===== config.mk =====
export PLATFORM = sky130hd
export DESIGN_NAME = fault_led_reporter
export DESIGN_NICKNAME = d
export VERILOG_FILES = /design/src/common/selftest_pkg.sv /design/src/hw/fault_led_reporter.sv
export SDC_FILE = /design/constraint.sdc
export NUM_CORES = 1
export LEC_CHECK = 0
export BUFFER_PORTS_ARGS = -buffer_cell sky130_fd_sc_hd__buf_2
export CAP_MARGIN = 30
export CORE_MARGIN = 8
export CORE_UTILIZATION = 61
export DETAILED_ROUTE_END_ITERATION = 8
export PLACE_DENSITY = 0.82
export REMOVE_ABC_BUFFERS = 1
export SETUP_SLACK_MARGIN = 0.15
export SYNTH_ARGS = -nofsm -noshare
export SYNTH_HDL_FRONTEND = slang
export SYNTH_SLANG_ARGS = --single-unit
export TNS_END_PERCENT = 1

===== constraint.sdc =====
create_clock -name mclk -period 3.75 [get_ports mclk]
set_input_delay 0.5625 -clock mclk [delete_from_list [all_inputs] [get_ports mclk]]
set_output_delay 0.5625 -clock mclk [all_outputs]
set_load 0.03 [all_outputs]

===== src/common/selftest_pkg.sv =====
/*
 * Shared constants and carriers for the power-up fault reporter.
 * Assumes a 10 MHz system clock; times are given in their own unit
 * and converted to ticks or cycles where they are used.
 */
package selftest_pkg;

    // ------------------------------------------------------------
    // Clock and time base
    // ------------------------------------------------------------
    localparam int CLK_HZ   = 10_000_000;
    localparam int MS_PER_S = 1000;
    localparam int PASS_S   = 10;          // All-on time, no fault
    localparam int FAULT_S  = 4;           // All-on time before codes
    localparam int BEEP_MS  = 200;         // Short beep length
    localparam logic [15:0] PASS_MS  = 16'(PASS_S * MS_PER_S);
    localparam logic [15:0] FAULT_MS = 16'(FAULT_S * MS_PER_S);
    localparam logic [15:0] BEEP_END = 16'(PASS_S * MS_PER_S - BEEP_MS);

    // Blink and dwell defaults in milliseconds (tunable at run time)
    localparam logic [15:0] RAPID_DEF = 16'h0064;
    localparam logic [15:0] SLOW_DEF  = 16'h01f4;
    localparam logic [15:0] DWELL_DEF = 16'h0bb8;

    // ------------------------------------------------------------
    // Failure classes: class n owns weight 2**n
    // ------------------------------------------------------------
    localparam int NCLS     = 12;
    localparam int CLS_ROM  = 2;
    localparam int CLS_RAM1 = 3;
    localparam int CLS_RAM2 = 4;
    localparam int CLS_PORT = 8;
    localparam int CLS_BUS  = 9;
    localparam int CLS_MISC = 12;
    localparam logic [15:0] WEIGHT [1:NCLS] = '{
        16'h0002, 16'h0004, 16'h0008, 16'h0010, 16'h0020, 16'h0040,
        16'h0080, 16'h0100, 16'h0200, 16'h0400, 16'h0800, 16'h1000};
    localparam logic [3:0] DET_ONE = 4'h1;
    localparam logic [3:0] DET_TWO = 4'h2;
    localparam logic [3:0] LED_ALL = 4'hf;
    localparam logic [3:0] LED_OFF = 4'h0;

    // ------------------------------------------------------------
    // Register map (byte offsets) and control bits
    // ------------------------------------------------------------
    localparam logic [7:0] REG_ERR   = 8'h00;
    localparam logic [7:0] REG_DEC   = 8'h04;
    localparam logic [7:0] REG_STAT  = 8'h08;
    localparam logic [7:0] REG_CTRL  = 8'h0c;
    localparam logic [7:0] REG_RAPID = 8'h10;
    localparam logic [7:0] REG_SLOW  = 8'h14;
    localparam logic [7:0] REG_DWELL = 8'h18;
    localparam int CTRL_PROG = 0;
    localparam int CTRL_DIAG = 1;

    // ------------------------------------------------------------
    // Types
    // ------------------------------------------------------------
    typedef enum logic [1:0] {SRC_POWER, SRC_GPIB, SRC_PROG, SRC_DIAG} src_t;

    typedef struct packed {
        logic [NCLS:1] fail;       // Raw class failures from the tests
        logic          rom_boot;   // ROM fault is in boot ROM
        logic          ram1_ctrl;  // First RAM fault is controller RAM
        logic          ram2_alt;   // Second RAM fault, alternate area
        logic          port10;     // Control interface fault on port 10
    } res_t;

    typedef struct packed {
        logic [3:0] d1;
        logic [3:0] d2;
    } det_t;

    typedef struct packed {
        logic [7:0]  addr;
        logic [31:0] wdata;
        logic        wr;
        logic        rd;
    } bus_req_t;

endpackage : selftest_pkg


===== src/hw/fault_led_reporter.sv =====
/*
 * Power-up self-test fault reporter: builds the error word, shows it
 * for the display and as decimal for the remote bus, and walks the
 * four service LEDs through the fault codes after power-up.
 * Assumes the test engine and register master run on mclk.
 */
// Decided for this implementation: the plain strobed port and the address map.
// Functional notes
// - Several failures give one word, the OR of their weights.
// - Each failure class owns one fixed bit of the error word.
// - Serial bus bit set when fitted hardware fails to answer.
// - Miscellaneous bit set when expected hardware is absent.
// - LED codes only after power-up runs; dark for other runs.
// - No fault: all LEDs on ten seconds with beep, then off.
// - Fault: all LEDs on four seconds before any code.
// - After all-on, blink the type code of one failure bit.
// - Type code blinks at the rapid rate.
// - Two four-bit detail codes follow the type code.
// - Detail codes blink slowly or stay steady, never rapid.
// - Repeat type and details for each failure until the last.
// - Patterns binary, LED 0 lowest; type n means weight 2**n.
// - ROM details 1,1 main ROM; 1,2 boot ROM.
// - First RAM details 1,1 memory board; 1,2 controller board.
// - Second RAM details 1,1 or 1,2 both memory board RAM.
// - Control interface details 1,1 port 9; 1,2 port 10.
// - Remote query runs the test; word read back in decimal.
// - Power-up failure shows the error word in hexadecimal.
`timescale 1ns/1ns
module fault_led_reporter
    import selftest_pkg::*;
#(
    parameter int MS_CYC = CLK_HZ / MS_PER_S  // Cycles per millisecond
) (
    // Clock and reset
    input  wire logic       mclk,
    input  wire logic       rstn,
    // Register port
    input  wire bus_req_t   breq,
    output logic [31:0]     rdata,
    // Self-test engine
    input  wire logic       gpib_tst,
    output logic            run_req,
    output src_t            run_src,
    input  wire logic       test_done,
    input  wire res_t       res,
    input  wire logic [7:0] bus_fitted,
    input  wire logic [7:0] bus_ok,
    input  wire logic [7:0] hw_expect,
    input  wire logic [7:0] hw_present,
    input  wire det_t       bus_det,
    input  wire det_t       misc_det,
    // Indicators and results
    output logic [3:0]      led,
    output logic            beep,
    output logic [15:0]     disp_word,
    output logic            disp_fail,
    output logic [15:0]     gpib_dec,
    output logic            gpib_rdy
);

    localparam int PW = $clog2(MS_CYC);
    localparam logic [PW-1:0] PS_LAST = PW'(MS_CYC - 1);
    localparam logic [3:0]    LAST_IDX = 4'(NCLS);
    localparam logic [3:0]    DD_LAST  = 4'(NCLS);

    typedef enum logic [2:0] {
        ST_IDLE, ST_ALLON, ST_SCAN, ST_TYPE, ST_DET1, ST_DET2
    } st_t;

    // ------------------------------------------------------------
    // State
    // ------------------------------------------------------------
    st_t          st_r;
    logic [PW-1:0] ps_r;
    logic         tick_r;
    logic         busy_r, pwr_pend_r, run_req_r, gpib_rdy_r;
    src_t         src_r;
    logic [15:0]  err_r, disp_word_r, dec_r;
    logic         disp_fail_r, beep_r, pass_r;
    logic [3:0]   led_r, idx_r;
    logic [15:0]  cnt_r, bcnt_r, rapid_r, slow_r, dwell_r;
    logic         phase_r;
    det_t         det_r [1:NCLS];
    logic [12:0]  bin_r;
    logic [15:0]  bcd_r;
    logic [3:0]   dd_cnt_r;
    logic         dd_run_r, dd_gpib_r;
    logic [31:0]  rdata_r;

    // ------------------------------------------------------------
    // Register decode
    // ------------------------------------------------------------
    wire logic wr_ctrl  = breq.wr && (breq.addr == REG_CTRL);
    wire logic wr_rapid = breq.wr && (breq.addr == REG_RAPID);
    wire logic wr_slow  = breq.wr && (breq.addr == REG_SLOW);
    wire logic wr_dwell = breq.wr && (breq.addr == REG_DWELL);
    wire logic prog_go  = wr_ctrl && breq.wdata[CTRL_PROG];
    wire logic diag_go  = wr_ctrl && breq.wdata[CTRL_DIAG];
    wire logic led_idle = (st_r == ST_IDLE);
    wire logic [31:0] stat_w = {27'h0, !led_idle, gpib_rdy_r,
                                pwr_pend_r, busy_r, disp_fail_r};
    logic [31:0] rsel;

    // Unmapped offsets read as zero
    always_comb begin
        if (breq.addr == REG_ERR)        rsel = {16'h0, err_r};
        else if (breq.addr == REG_DEC)   rsel = {16'h0, dec_r};
        else if (breq.addr == REG_STAT)  rsel = stat_w;
        else if (breq.addr == REG_RAPID) rsel = {16'h0, rapid_r};
        else if (breq.addr == REG_SLOW)  rsel = {16'h0, slow_r};
        else if (breq.addr == REG_DWELL) rsel = {16'h0, dwell_r};
        else                             rsel = 32'h0;
    end

    // ------------------------------------------------------------
    // Error word assembly
    // ------------------------------------------------------------
    wire logic bus_fail  = |(bus_fitted & ~bus_ok);
    wire logic misc_fail = |(hw_expect & ~hw_present);
    logic [15:0] part_w [0:NCLS];
    det_t        det_w  [1:NCLS];
    assign part_w[0] = 16'h0;

    // One weight and one detail pair per failure class
    genvar c;
    generate
        for (c = 1; c <= NCLS; c++) begin : g_cls
            logic hit;
            if (c == CLS_BUS) begin : g_bus
                assign hit = bus_fail;
                assign det_w[c] = bus_det;
            end else if (c == CLS_MISC) begin : g_misc
                assign hit = misc_fail;
                assign det_w[c] = misc_det;
            end else begin : g_raw
                assign hit = res.fail[c];
                if (c == CLS_ROM) begin : g_rom
                    assign det_w[c] = {DET_ONE,
                        res.rom_boot ? DET_TWO : DET_ONE};
                end else if (c == CLS_RAM1) begin : g_ram1
                    assign det_w[c] = {DET_ONE,
                        res.ram1_ctrl ? DET_TWO : DET_ONE};
                end else if (c == CLS_RAM2) begin : g_ram2
                    assign det_w[c] = {DET_ONE,
                        res.ram2_alt ? DET_TWO : DET_ONE};
                end else if (c == CLS_PORT) begin : g_port
                    assign det_w[c] = {DET_ONE,
                        res.port10 ? DET_TWO : DET_ONE};
                end else begin : g_none
                    assign det_w[c] = {LED_OFF, LED_OFF};
                end
            end
            // Sum of weights is their OR since bits never overlap
            assign part_w[c] = part_w[c-1] |
                               (hit ? WEIGHT[c] : 16'h0);
            always_ff @(posedge mclk) begin
                if (!rstn)
                    det_r[c] <= {LED_OFF, LED_OFF};
                else if (test_done && busy_r)
                    det_r[c] <= det_w[c];
            end
        end
    endgenerate
    wire logic [15:0] err_nxt = part_w[NCLS];

    // ------------------------------------------------------------
    // Millisecond prescaler
    // ------------------------------------------------------------
    // Every blink and dwell figure counts these ticks
    always_ff @(posedge mclk) begin
        if (!rstn) begin
            ps_r   <= '0;
            tick_r <= 1'b0;
        end else begin
            tick_r <= (ps_r == PS_LAST);
            ps_r   <= (ps_r == PS_LAST) ? '0 : ps_r + 1'b1;
        end
    end

    // ------------------------------------------------------------
    // Run control and tunables
    // ------------------------------------------------------------
    // Requests arriving while a run or LED walk is active are dropped;
    // the power-up run is owed from reset and taken first.
    wire logic can_run = !busy_r && led_idle && !dd_run_r;
    wire logic any_go  = pwr_pend_r || gpib_tst || prog_go || diag_go;
    src_t src_sel;
    assign src_sel = pwr_pend_r ? SRC_POWER :
                     gpib_tst   ? SRC_GPIB  :
                     prog_go    ? SRC_PROG  : SRC_DIAG;
    wire logic done_ok = test_done && busy_r;
    wire logic pwr_done = done_ok && (src_r == SRC_POWER);

    always_ff @(posedge mclk) begin
        if (!rstn) begin
            busy_r     <= 1'b0;
            pwr_pend_r <= 1'b1;
            run_req_r  <= 1'b0;
            src_r      <= SRC_POWER;
            err_r      <= 16'h0;
        end else begin
            run_req_r <= can_run && any_go;
            if (can_run && any_go) begin
                busy_r     <= 1'b1;
                pwr_pend_r <= 1'b0;
                src_r      <= src_sel;
            end else if (done_ok) begin
                busy_r <= 1'b0;
                err_r  <= err_nxt;
            end
        end
    end

    // Software-tuned blink and dwell lengths
    always_ff @(posedge mclk) begin
        if (!rstn) begin
            rapid_r <= RAPID_DEF;
            slow_r  <= SLOW_DEF;
            dwell_r <= DWELL_DEF;
        end else begin
            if (wr_rapid) rapid_r <= breq.wdata[15:0];
            if (wr_slow)  slow_r  <= breq.wdata[15:0];
            if (wr_dwell) dwell_r <= breq.wdata[15:0];
        end
    end

    // Read data stands for the one cycle after the strobe
    always_ff @(posedge mclk) begin
        if (!rstn)
            rdata_r <= 32'h0;
        else
            rdata_r <= breq.rd ? rsel : 32'h0;
    end

    // ------------------------------------------------------------
    // Display word
    // ------------------------------------------------------------
    // Only the power-up run posts the failure message
    always_ff @(posedge mclk) begin
        if (!rstn) begin
            disp_word_r <= 16'h0;
            disp_fail_r <= 1'b0;
        end else if (pwr_done) begin
            disp_word_r <= err_nxt;
            disp_fail_r <= (err_nxt != 16'h0);
        end
    end

    // ------------------------------------------------------------
    // Binary to decimal for the remote reply
    // ------------------------------------------------------------
    logic [15:0] bcd_adj;
    genvar d;
    generate
        for (d = 0; d < 4; d++) begin : g_dig
            wire logic [3:0] dig = bcd_r[4*d +: 4];
            assign bcd_adj[4*d +: 4] = (dig > 4'h4) ? dig + 4'h3 : dig;
        end
    endgenerate

    // Shift-add-3, one bit a cycle; the reply flag rises when done after a remote run
    always_ff @(posedge mclk) begin
        if (!rstn) begin
            bin_r      <= 13'h0;
            bcd_r      <= 16'h0;
            dd_cnt_r   <= 4'h0;
            dd_run_r   <= 1'b0;
            dd_gpib_r  <= 1'b0;
            dec_r      <= 16'h0;
            gpib_rdy_r <= 1'b0;
        end else if (done_ok) begin
            bin_r      <= err_nxt[12:0];
            bcd_r      <= 16'h0;
            dd_cnt_r   <= 4'h0;
            dd_run_r   <= 1'b1;
            dd_gpib_r  <= (src_r == SRC_GPIB);
            if (src_r == SRC_GPIB) gpib_rdy_r <= 1'b0;
        end else if (dd_run_r) begin
            bcd_r    <= {bcd_adj[14:0], bin_r[12]};
            bin_r    <= {bin_r[11:0], 1'b0};
            dd_cnt_r <= dd_cnt_r + 4'h1;
            if (dd_cnt_r == DD_LAST) begin
                dd_run_r   <= 1'b0;
                dec_r      <= {bcd_adj[14:0], bin_r[12]};
                gpib_rdy_r <= gpib_rdy_r | dd_gpib_r;
            end
        end else if (gpib_tst && can_run) begin
            gpib_rdy_r <= 1'b0;
        end
    end

    // ------------------------------------------------------------
    // LED sequencer
    // ------------------------------------------------------------
    wire logic  cnt_end  = tick_r && (cnt_r == 16'h1);
    wire logic  is_type  = (st_r == ST_TYPE);
    wire logic [15:0] per = is_type ? rapid_r : slow_r;
    wire logic  steady   = !is_type && (slow_r == 16'h0);
    wire logic  bl_end   = tick_r && (bcnt_r <= 16'h1);
    logic [3:0] pat;
    logic [3:0] led_nxt;

    // Pattern for the showing state; LED 0 is the lowest bit
    always_comb begin
        case (st_r)
            ST_TYPE: pat = idx_r;
            ST_DET1: pat = det_r[idx_r].d1;
            ST_DET2: pat = det_r[idx_r].d2;
            default: pat = LED_OFF;
        endcase
        if (st_r == ST_ALLON)
            led_nxt = LED_ALL;
        else if (phase_r || steady)
            led_nxt = pat;
        else
            led_nxt = LED_OFF;
    end

    // Walk: all-on, then type and two details per set bit
    always_ff @(posedge mclk) begin
        if (!rstn) begin
            st_r    <= ST_IDLE;
            idx_r   <= 4'h1;
            cnt_r   <= 16'h0;
            bcnt_r  <= 16'h0;
            phase_r <= 1'b1;
            pass_r  <= 1'b0;
        end else begin
            if (tick_r && cnt_r != 16'h0)
                cnt_r <= cnt_r - 16'h1;
            if (bl_end) begin
                bcnt_r  <= per;
                phase_r <= !phase_r;
            end else if (tick_r) begin
                bcnt_r <= bcnt_r - 16'h1;
            end
            case (st_r)
                ST_IDLE: begin
                    if (pwr_done) begin
                        st_r   <= ST_ALLON;
                        idx_r  <= 4'h1;
                        pass_r <= (err_nxt == 16'h0);
                        cnt_r  <= (err_nxt == 16'h0) ? PASS_MS
                                                     : FAULT_MS;
                    end
                end
                ST_ALLON: begin
                    if (cnt_end)
                        st_r <= pass_r ? ST_IDLE : ST_SCAN;
                end
                ST_SCAN: begin
                    if (err_r[idx_r]) begin
                        st_r    <= ST_TYPE;
                        cnt_r   <= dwell_r;
                        bcnt_r  <= rapid_r;
                        phase_r <= 1'b1;
                    end else if (idx_r == LAST_IDX) begin
                        st_r <= ST_IDLE;
                    end else begin
                        idx_r <= idx_r + 4'h1;
                    end
                end
                ST_TYPE, ST_DET1: begin
                    if (cnt_end) begin
                        st_r    <= is_type ? ST_DET1 : ST_DET2;
                        cnt_r   <= dwell_r;
                        bcnt_r  <= slow_r;
                        phase_r <= 1'b1;
                    end
                end
                ST_DET2: begin
                    if (cnt_end) begin
                        if (idx_r == LAST_IDX) begin
                            st_r <= ST_IDLE;
                        end else begin
                            st_r  <= ST_SCAN;
                            idx_r <= idx_r + 4'h1;
                        end
                    end
                end
                default: st_r <= ST_IDLE;
            endcase
        end
    end

    // Beep runs only in the first part of a clean all-on interval
    always_ff @(posedge mclk) begin
        if (!rstn) begin
            led_r  <= LED_OFF;
            beep_r <= 1'b0;
        end else begin
            led_r  <= led_nxt;
            beep_r <= (st_r == ST_ALLON) && pass_r &&
                      (cnt_r > BEEP_END);
        end
    end

    // ------------------------------------------------------------
    // Outputs
    // ------------------------------------------------------------
    assign rdata     = rdata_r;
    assign run_req   = run_req_r;
    assign run_src   = src_r;
    assign led       = led_r;
    assign beep      = beep_r;
    assign disp_word = disp_word_r;
    assign disp_fail = disp_fail_r;
    assign gpib_dec  = dec_r;
    assign gpib_rdy  = gpib_rdy_r;

endmodule : fault_led_reporter


# Word-level counts from Yosys, hierarchy flattened

Memories as Yosys holds them, arrays and structs flattened. A register that Yosys moved wholly into a read port is not among the register bits.
Index checks and enable logic that the tools add are counted.

Bits in registers: 231
Output and inout bits: 74
RAM bits: 96
Memories: 1
Word-level logic and storage cells: 248

Add/subtract/negate cells: 9
Equality and inequality tests: 24
Reductions and logical operators: 51
$lt $le $gt $ge: 7
Muxes and demuxes: 95
Bitwise logic cells: 32

Memory list:

| memory | depth | width | read ports | clocked after Yosys merged registers in | write ports | line                     | text |
|---|---|---|---|---|---|---|---|
| det_r  | 12    | 8     | 1          | 1                                       | 12          | fault_led_reporter.sv:83 | `det_t det_r [1:NCLS];` |

Operators with widths:

| kind                                                                    | count |
|---|---|
| 16-bit two-way mux                                                      | 15 |
| 8-bit two-way mux                                                       | 13 |
| 4-bit two-way mux                                                       | 12 |
| 16-bit one-hot mux with 3 select lines                                  | 1 |
| 13-bit two-way mux                                                      | 3 |
| 16-bit logical NOT                                                      | 2 |
| 16-bit one-hot mux with 2 select lines                                  | 1 |
| 16-bit nonzero test                                                     | 2 |
| 16-bit by 1-bit subtractor with 16-bit output (second input constant)   | 2 |
| 8-bit by 5-bit equality test with 1-bit output (second input constant)  | 3 |
| 3-bit two-way mux                                                       | 8 |
| 4-bit one-hot mux with 3 select lines                                   | 2 |
| 1-bit two-way mux                                                       | 20 |
| 1-bit logical AND                                                       | 18 |
| 2-bit two-way mux                                                       | 9 |
| 8-bit bitwise AND                                                       | 2 |
| 16-bit by 1-bit equality test with 1-bit output (second input constant) | 1 |
| 8-bit by 4-bit equality test with 1-bit output (second input constant)  | 2 |
| 16-bit by 14-bit > comparator with 1-bit output (second input constant) | 1 |
| 4-bit by 3-bit > comparator with 1-bit output (second input constant)   | 4 |
| 16-bit by 1-bit <= comparator with 1-bit output (second input constant) | 1 |
| 8-bit inverter                                                          | 2 |
| 8-bit OR reduction                                                      | 2 |
| 3-bit one-hot mux with 5 select lines                                   | 1 |
| 52 further kinds                                                        | 91 |

# Longest topological paths before layout

Gate-level depths: netlist of the first run.

Depth in word-level cells: 16
Depth in mapped cells: 9
Gate-level depth less buffers: 8

# Worst setup path after synthesis of the first run

No wires, ideal clock.

Kind: input to register
Start point: in test_done
End point: mem det_r[12][0] (netlist name), enable pin
Cell stages on the path: 4
Required time: 3351 ps
Path buffers: 2
Slack: 1534 ps
Arrival time: 1817 ps
Library setup time: 399 ps
Cells stage by stage: nand2_1 -> clkbuf_1 -> nand2_1 -> clkbuf_1

RTL lines:

| item        | line                     | text |
|---|---|---|
| from (decl) | fault_led_reporter.sv:44 | `input wire logic test_done,` |
| to (decl)   | fault_led_reporter.sv:83 |  |

# Worst setup path after layout of the first run

Start point: reg cnt_r[12]
End point: reg cnt_r[13]

Word-level cells in the longest chain between the ends: 5
Elaborated cells on any way between the ends: 10
Classes of those cells: add/sub: 1; eq/ne: 1; mux: 5; reduce/logical: 3

RTL lines:

| item                                                                                  | line                      | text |
|---|---|---|
| from (decl)                                                                           | fault_led_reporter.sv:81  | `logic [15:0] cnt_r, bcnt_r, rapid_r, slow_r, dwell_r;` |
| from (signal assigned)                                                                | fault_led_reporter.sv:330 | `cnt_r <= cnt_r - 16'h1;` |
| from (signal assigned)                                                                | fault_led_reporter.sv:343 | `cnt_r <= (err_nxt == 16'h0) ? PASS_MS` |
| from (signal assigned)                                                                | fault_led_reporter.sv:354 | `cnt_r <= dwell_r;` |
| branches (longest 4 deep; another with 16-bit by 1-bit subtractor with 16-bit output) | -                         |  |
| 16-bit one-hot mux with 3 select lines *                                              | fault_led_reporter.sv:337 | `case (st_r)` |

Every way passes the cells marked *.
A chain may end at the register's enable or synchronous reset.

==> results of run 1 <==
## per-stage QoR
step           area, sq um  util, %
6_report             13100     70.1
3_3_place_gp         12300     65.7
2_1_floorplan        11100        -
4_1_cts              13100     70.1
3_5_place_dp         12300     65.9
5_1_grt              13100     70.1
## worst max-delay path, delay by kind of cell (launching register included)
family | cells | cell delay [ns]
buffers and inverters | 2 | 0.40
AOI/OAI and AO/OA | 1 | 0.21
and+or+nand+nor | 5 | 1.90
DFF | 1 | 0.36
## worst max path at each step
stage,endpoint,depth (start not counted),slack [ns]
after global placement,cnt_r[3],7,0.70
after detailed placement,slow_r[12],6,0.83
after CTS,cnt_r[13],8,0.86
final,cnt_r[13],8,0.77
after global routing,cnt_r[13],8,0.68
after floorplan,bcnt_r[12],6,0.90
## area by class of cell
cell class	count	share of cell area [%]
Clock buffer	33	5.17
Timing Repair Buffer	166	6.94
Antenna cell	1	0.0191
Tap cell	234	2.24
Sequential cell	235	37.9
Inverter	54	1.56
Multi-Input combinational cell	1003	45.3
Clock inverter	11	0.862
## metal layers
| layer | track usage, % | share of wire [%] | vias to the layer above |
|---|---|---|---|
| met5 | 0 | 0.072 | - |
| met4 | 9.01 | 2.9 | 4 |
| met3 | 4.34 | 8.7 | 76 |
| met2 | 44.5 | 48 | 475 |
| met1 | 33.6 | 41 | 5027 |
| li1 | - | - | 5048 |
## Yosys cell counts (all sizes together), types with 4 or more instances
cell type / number
nand2: 250
dfxtp: 210
a21oi: 129
nor2: 111
clkbuf: 55
inv: 54
nand3: 47
buf: 45
o21ai: 41
mux2i: 39
a22oi: 38
nor3: 28
a211oi: 25
and3: 25
edfxtp: 25
xor2: 23
o22ai: 22
xnor2: 20
ha: 17
mux2: 16
o211ai: 16
nor4: 15
and2: 7
nand4: 7
o221ai: 7
a31oi: 6
a32o: 6
a32oi: 6
nor2b: 6
nor3b: 5
or4: 5
a221oi: 4
nand3b: 4
o21a: 4
or2: 4
or3: 4
## where the power goes
| part | total (W) | switching [W] | internal (W) |
|---|---|---|---|
| Clock | 0.00239 | 0.000983 | 0.00140 |
| Combinational | 0.00145 | 0.000909 | 0.000544 |
| Sequential | 0.00296 | 0.000202 | 0.00276 |
| Total | 0.00680 | 0.00210 | 0.00471 |
## layout by cell type (no fill, tap or decap), types with 17 or more instances in the layout
master	count
and3_1	24
dfxtp_1	210
xor2_1	23
nand3_1	47
nand2_1	249
edfxtp_1	25
nor3_1	22
mux2i_1	39
a211oi_1	25
xnor2_1	20
o22ai_1	22
ha_1	17
nor2_1	109
conb_1	20
a22oi_1	38
buf_4	18
o21ai_0	38
buf_2	145
clkbuf_16	25
inv_1	53
a21oi_1	129
## cells by family after synthesis
family | share of synthesized area (%)
AO/OA/AOI/OAI | 18.5
XOR/XNOR | 3.27
adder cells (fa/ha/maj) | 1.85
buffers and inverters | 6.17
flip-flops | 43.0
multiplexers | 5.15
other | 0.0326
AND/OR/NAND/NOR | 22.0
==> results.ini, run 1 <==
[logic_synthesis]
synth_seq_cells=235
synth.largest_area_cell=dfxtp_1
ys_warn_count=0
syn_area_sq_mm=0.0115
seq_area_frac_synth_pct=43.0
avgSynthCellArea_sq_um=8.39
synth_top_area_share_pct=36.5
synth.area.top_cells=dfxtp_1 37%, nand2_1 8.1%, edfxtp_1 6.5%
synth-edff-count=25
async_flop_share_pct=0
ys_types=87
synthFlopType=dfxtp_1
syn_inst=1373

[setup_path]
r2r_start=cnt_r[12]
path_cells=nor4_4 > and4bb_1 > and3_2 > nor3_2 > buf_6 > buf_4 > and4_1 > a211o_1
slowest_stage=and3_2
cp_max_fo=21
arrival_ns=3.39
critPathKind=reg2reg
startpoint=cnt_r[12]
regToRegEndpoint=cnt_r[13]
worst_setup_path_end_kind=flip-flop
cp-start-kind=flip-flop
r2r.worst_path.cells=8
cpPeakStageDelay_ns=0.62
worstPathRequired_ns=4.16
reg2reg_slack_ns=0.77

[cells_and_area]
num-fill-cells=1479
regArea_sq_mm=0.00495
layout-drive-gt1-share_pct=16.7
multi_input_area_sq_mm=0.00592
stdcell_count=1737
nets=1612
regMostFlops=det_r
largest_reg_flops=25
syn2layout_area_growth_pct=13.5

[power_and_ir_drop]
p_total_w=0.00680
ir_drop_v=0.000398
power.density_mw_per_mm2=520
power.leakage_nw=5.27

[timing]
setup_violations=0
finalCritPeriodShare_pct=79.5
tightest_slew_ns=1.01
whs_ns=0.308
drv_slew=0
max_slew_margin_pct=31.6
layout_setup_ws_ns=0.767
clock_skew_ns=0.0126
tns_ns=0
finalHoldViolations=0
timing.final.crit_period_ns=2.98
fmax_mhz=335
rsz0062_at_grt=false

[clock_network]
cts_tree=done
cts-hold-fix-buffers=0
clock-sinks=235
ctsResizeCount=0
htreeDepth=1
ctsLongestPathBuffers=3
cts_root_buf=clkbuf_16
clock_latency_ns=0.51
cts_setup_buffers=0
cts_made_buffers=25
cts.clk_slew.worst_paths_ns=0.06

[status]
outcome=completed

[floorplanning]
die-area_sq_mm=0.0235
floorplan.initialDensity_pct=61.8
die_w_microns=153
fp.dieH_microns=153
rows=50
io_pins=184
core_sq_mm=0.0186

[global_route]
grt_pass1_vias=10200
grt.total_usage_pct=26.3
grt_pass1_wl_microns=51800
grt_max_degree=54
antenna_found_initial=3
overflow=0

[routing]
wl_per_cell_microns=18.4
drt-total-wl_microns=32000
route.detailed.drc=0
postRouteAntennaNets=0
drt_iter0_markers=1146
via_count=10600
vias_per_cell=6.12
firstDrtPassIters=5

[placement]
hpwl_microns=23300
placed_cells=1692
place_ws_ns=0.829
io_buffers=145
place.gp.congestion=0.927

[hold_path]
hold_start=breq[16]
min_to=rapid_r[14]
hold_class=in2reg
worstHoldPathCells=3

[flow_run]
maxCapViolations=0

No activity file was read; power rests on OpenSTA's default activity.
==> inputs of run 2 (changes only) <==
Settings changed: CORE_UTILIZATION 61 to 52, PLACE_DENSITY 0.82 to 0.74.
Clock period 3.75 ns to 2.65 ns, I/O delays scaled along.
==> run 2 against run 1 <==
  * Critical path depth is 2 lower
  * Combinational power is 46% higher
  * Register-to-register slack got worse by 0.43 ns
  * Sequential share of layout area down 0.69 points
  * Largest cell class unchanged
  * Largest power group unchanged
==> results.ini, run 2 (synthesis results as in run 1) <==
[routing]
wl_per_cell_microns=18.3
via_count=10600
postRouteAntennaNets=0
vias_per_cell=5.88
firstDrtPassIters=5
drt-total-wl_microns=33100
drt_iter0_markers=840
route.detailed.drc=0

[setup_path]
path_cells=mux2_1 > a221oi_2 > o22ai_1 > o21ai_2 > a21oi_1 > or3b_1
reg2reg_slack_ns=0.34
r2r.worst_path.cells=6
crit_family=compound AO/OA/AOI/OAI gates
cpPeakStageDelay_ns=0.50
cp_max_fo=6
startpoint=idx_r[1]
cp-start-kind=flip-flop
critPathKind=reg2reg
worst_setup_path_end_kind=flip-flop
worstPathRequired_ns=3.03
r2r_start=idx_r[1]
path_buf_inv=0
slowest_stage=dfxtp_1
arrival_ns=2.69

[floorplanning]
floorplan.initialDensity_pct=52.9
fp.dieH_microns=165
io_pins=184
core_sq_mm=0.0218
die-area_sq_mm=0.0272
rows=54
die_w_microns=165

[cells_and_area]
layout_commonest_cell=nand2_1
final_core_util_pct=61.2
largest_reg_flops=25
syn2layout_area_growth_pct=15.6
final_cell_mix=249 x nand2_1, 209 x dfxtp_1, 145 x buf_2, 129 x a21oi_1, 109 x nor2_1
regMostFlops=det_r
nets=1631
num-fill-cells=1919
layout-drive-gt1-share_pct=17.7

[timing]
fmax_mhz=433
layout_setup_ws_ns=0.341
whs_ns=0.132
finalHoldViolations=0
timing.final.crit_period_ns=2.31
rsz0062_at_grt=false
drv_slew=0
finalCritPeriodShare_pct=87.1
clock_skew_ns=0.0110
max_slew_margin_pct=53.2
setup_violations=0
tightest_slew_ns=0.702

[clock_network]
clock-sinks=235
cts.clk_slew.worst_paths_ns=0.06
htreeDepth=1
cts_setup_buffers=0
cts-hold-fix-buffers=0
ctsLongestPathBuffers=3
cts_tree=done
cts_made_buffers=25
ctsResizeCount=0
clock_latency_ns=0.52
cts_root_buf=clkbuf_16

[global_route]
grt.total_usage_pct=23.8
grt_pass1_vias=9937
grt_busiest_layer=met2
antenna_found_initial=4
grt_pass1_wl_microns=52300
grt_max_degree=58
grtUsageMet2_pct=38.6
overflow=0
grt.met3_usage_pct=4.21
grt_use_met1_pct=31.4

[power_and_ir_drop]
power.leakage_nw=5.39
p_sw_w=0.00299
p_seq_share_pct=43.2
p_total_w=0.00970
clockPowerShare_pct=35.0
ir_drop_v=0.000441
p_sw_share_pct=30.8
p_comb_share_pct=21.8
p_int_w=0.00671
power.density_mw_per_mm2=729

[status]
outcome=completed

[hold_path]
min_to=disp_word[4]
worstHoldPathCells=3
hold_class=in2reg
hold_start=res[7]

[placement]
place.gp.congestion=0.914
hpwl_microns=24500
io_buffers=145
place_ws_ns=0.283

[flow_run]
maxCapViolations=0

run 2: area by class of cell:
cell class	count	area (sq um)	share of cell area, %
inverter	54	204	1.53
sequential	235	4960	37.2
clock inverter	5	53.8	0.404
clock buffer	38	734	5.52
antenna	3	7.51	0.0564
tap	280	350	2.63
timing repair buffer	185	1090	8.18
multi-input combinational	1003	5920	44.5
run 2: power by group through the flow:
stage | Combinational (W) | Clock (W) | Sequential, W
2_1_floorplan | 0.00128 | 0 | 0.00434
3_3_place_gp | 0.00204 | 0 | 0.00425
3_5_place_dp | 0.00208 | 0 | 0.00426
4_1_cts | 0.00210 | 0.00343 | 0.00419
5_1_grt | 0.00233 | 0.00358 | 0.00423
6_report | 0.00212 | 0.00339 | 0.00419
run 2: how the worst max path moves through the flow:
stage	slack, ns	depth (start not counted)	endpoint
2_1_floorplan	-0.20	6	bcnt_r[12]
3_3_place_gp	0.31	7	cnt_r[11]
3_5_place_dp	0.28	7	cnt_r[5]
4_1_cts	0.37	6	flip-flop
5_1_grt	0.19	6	flip-flop
6_report	0.34	6	flip-flop
run 2: per-layer routing:
metal,vias to the layer above,share of wire [%]
met5,-,0.11
met2,408,47
met3,80,8.1
met4,6,3.2
li1,5081,-
met1,5020,42
run 2: worst reg2reg max path, delay by kind of cell, from the launching register on:
family	cells	cell delay [ns]
and+or+nand+nor	1	0.42
AOI/OAI and AO/OA	4	0.87
muxes	1	0.38
DFF	1	0.50
run 2: through the flow:
stage / area (sq um) / setup TNS, ns / instances
after floorplan: 11100 / -2.60 / 1292
after global placement: 12500 / 0 / 1757
after detailed placement: 12500 / 0 / 1757
after CTS: 13300 / 0 / 1800
after global routing: 13300 / 0 / 1801
final: 13300 / 0 / 1803
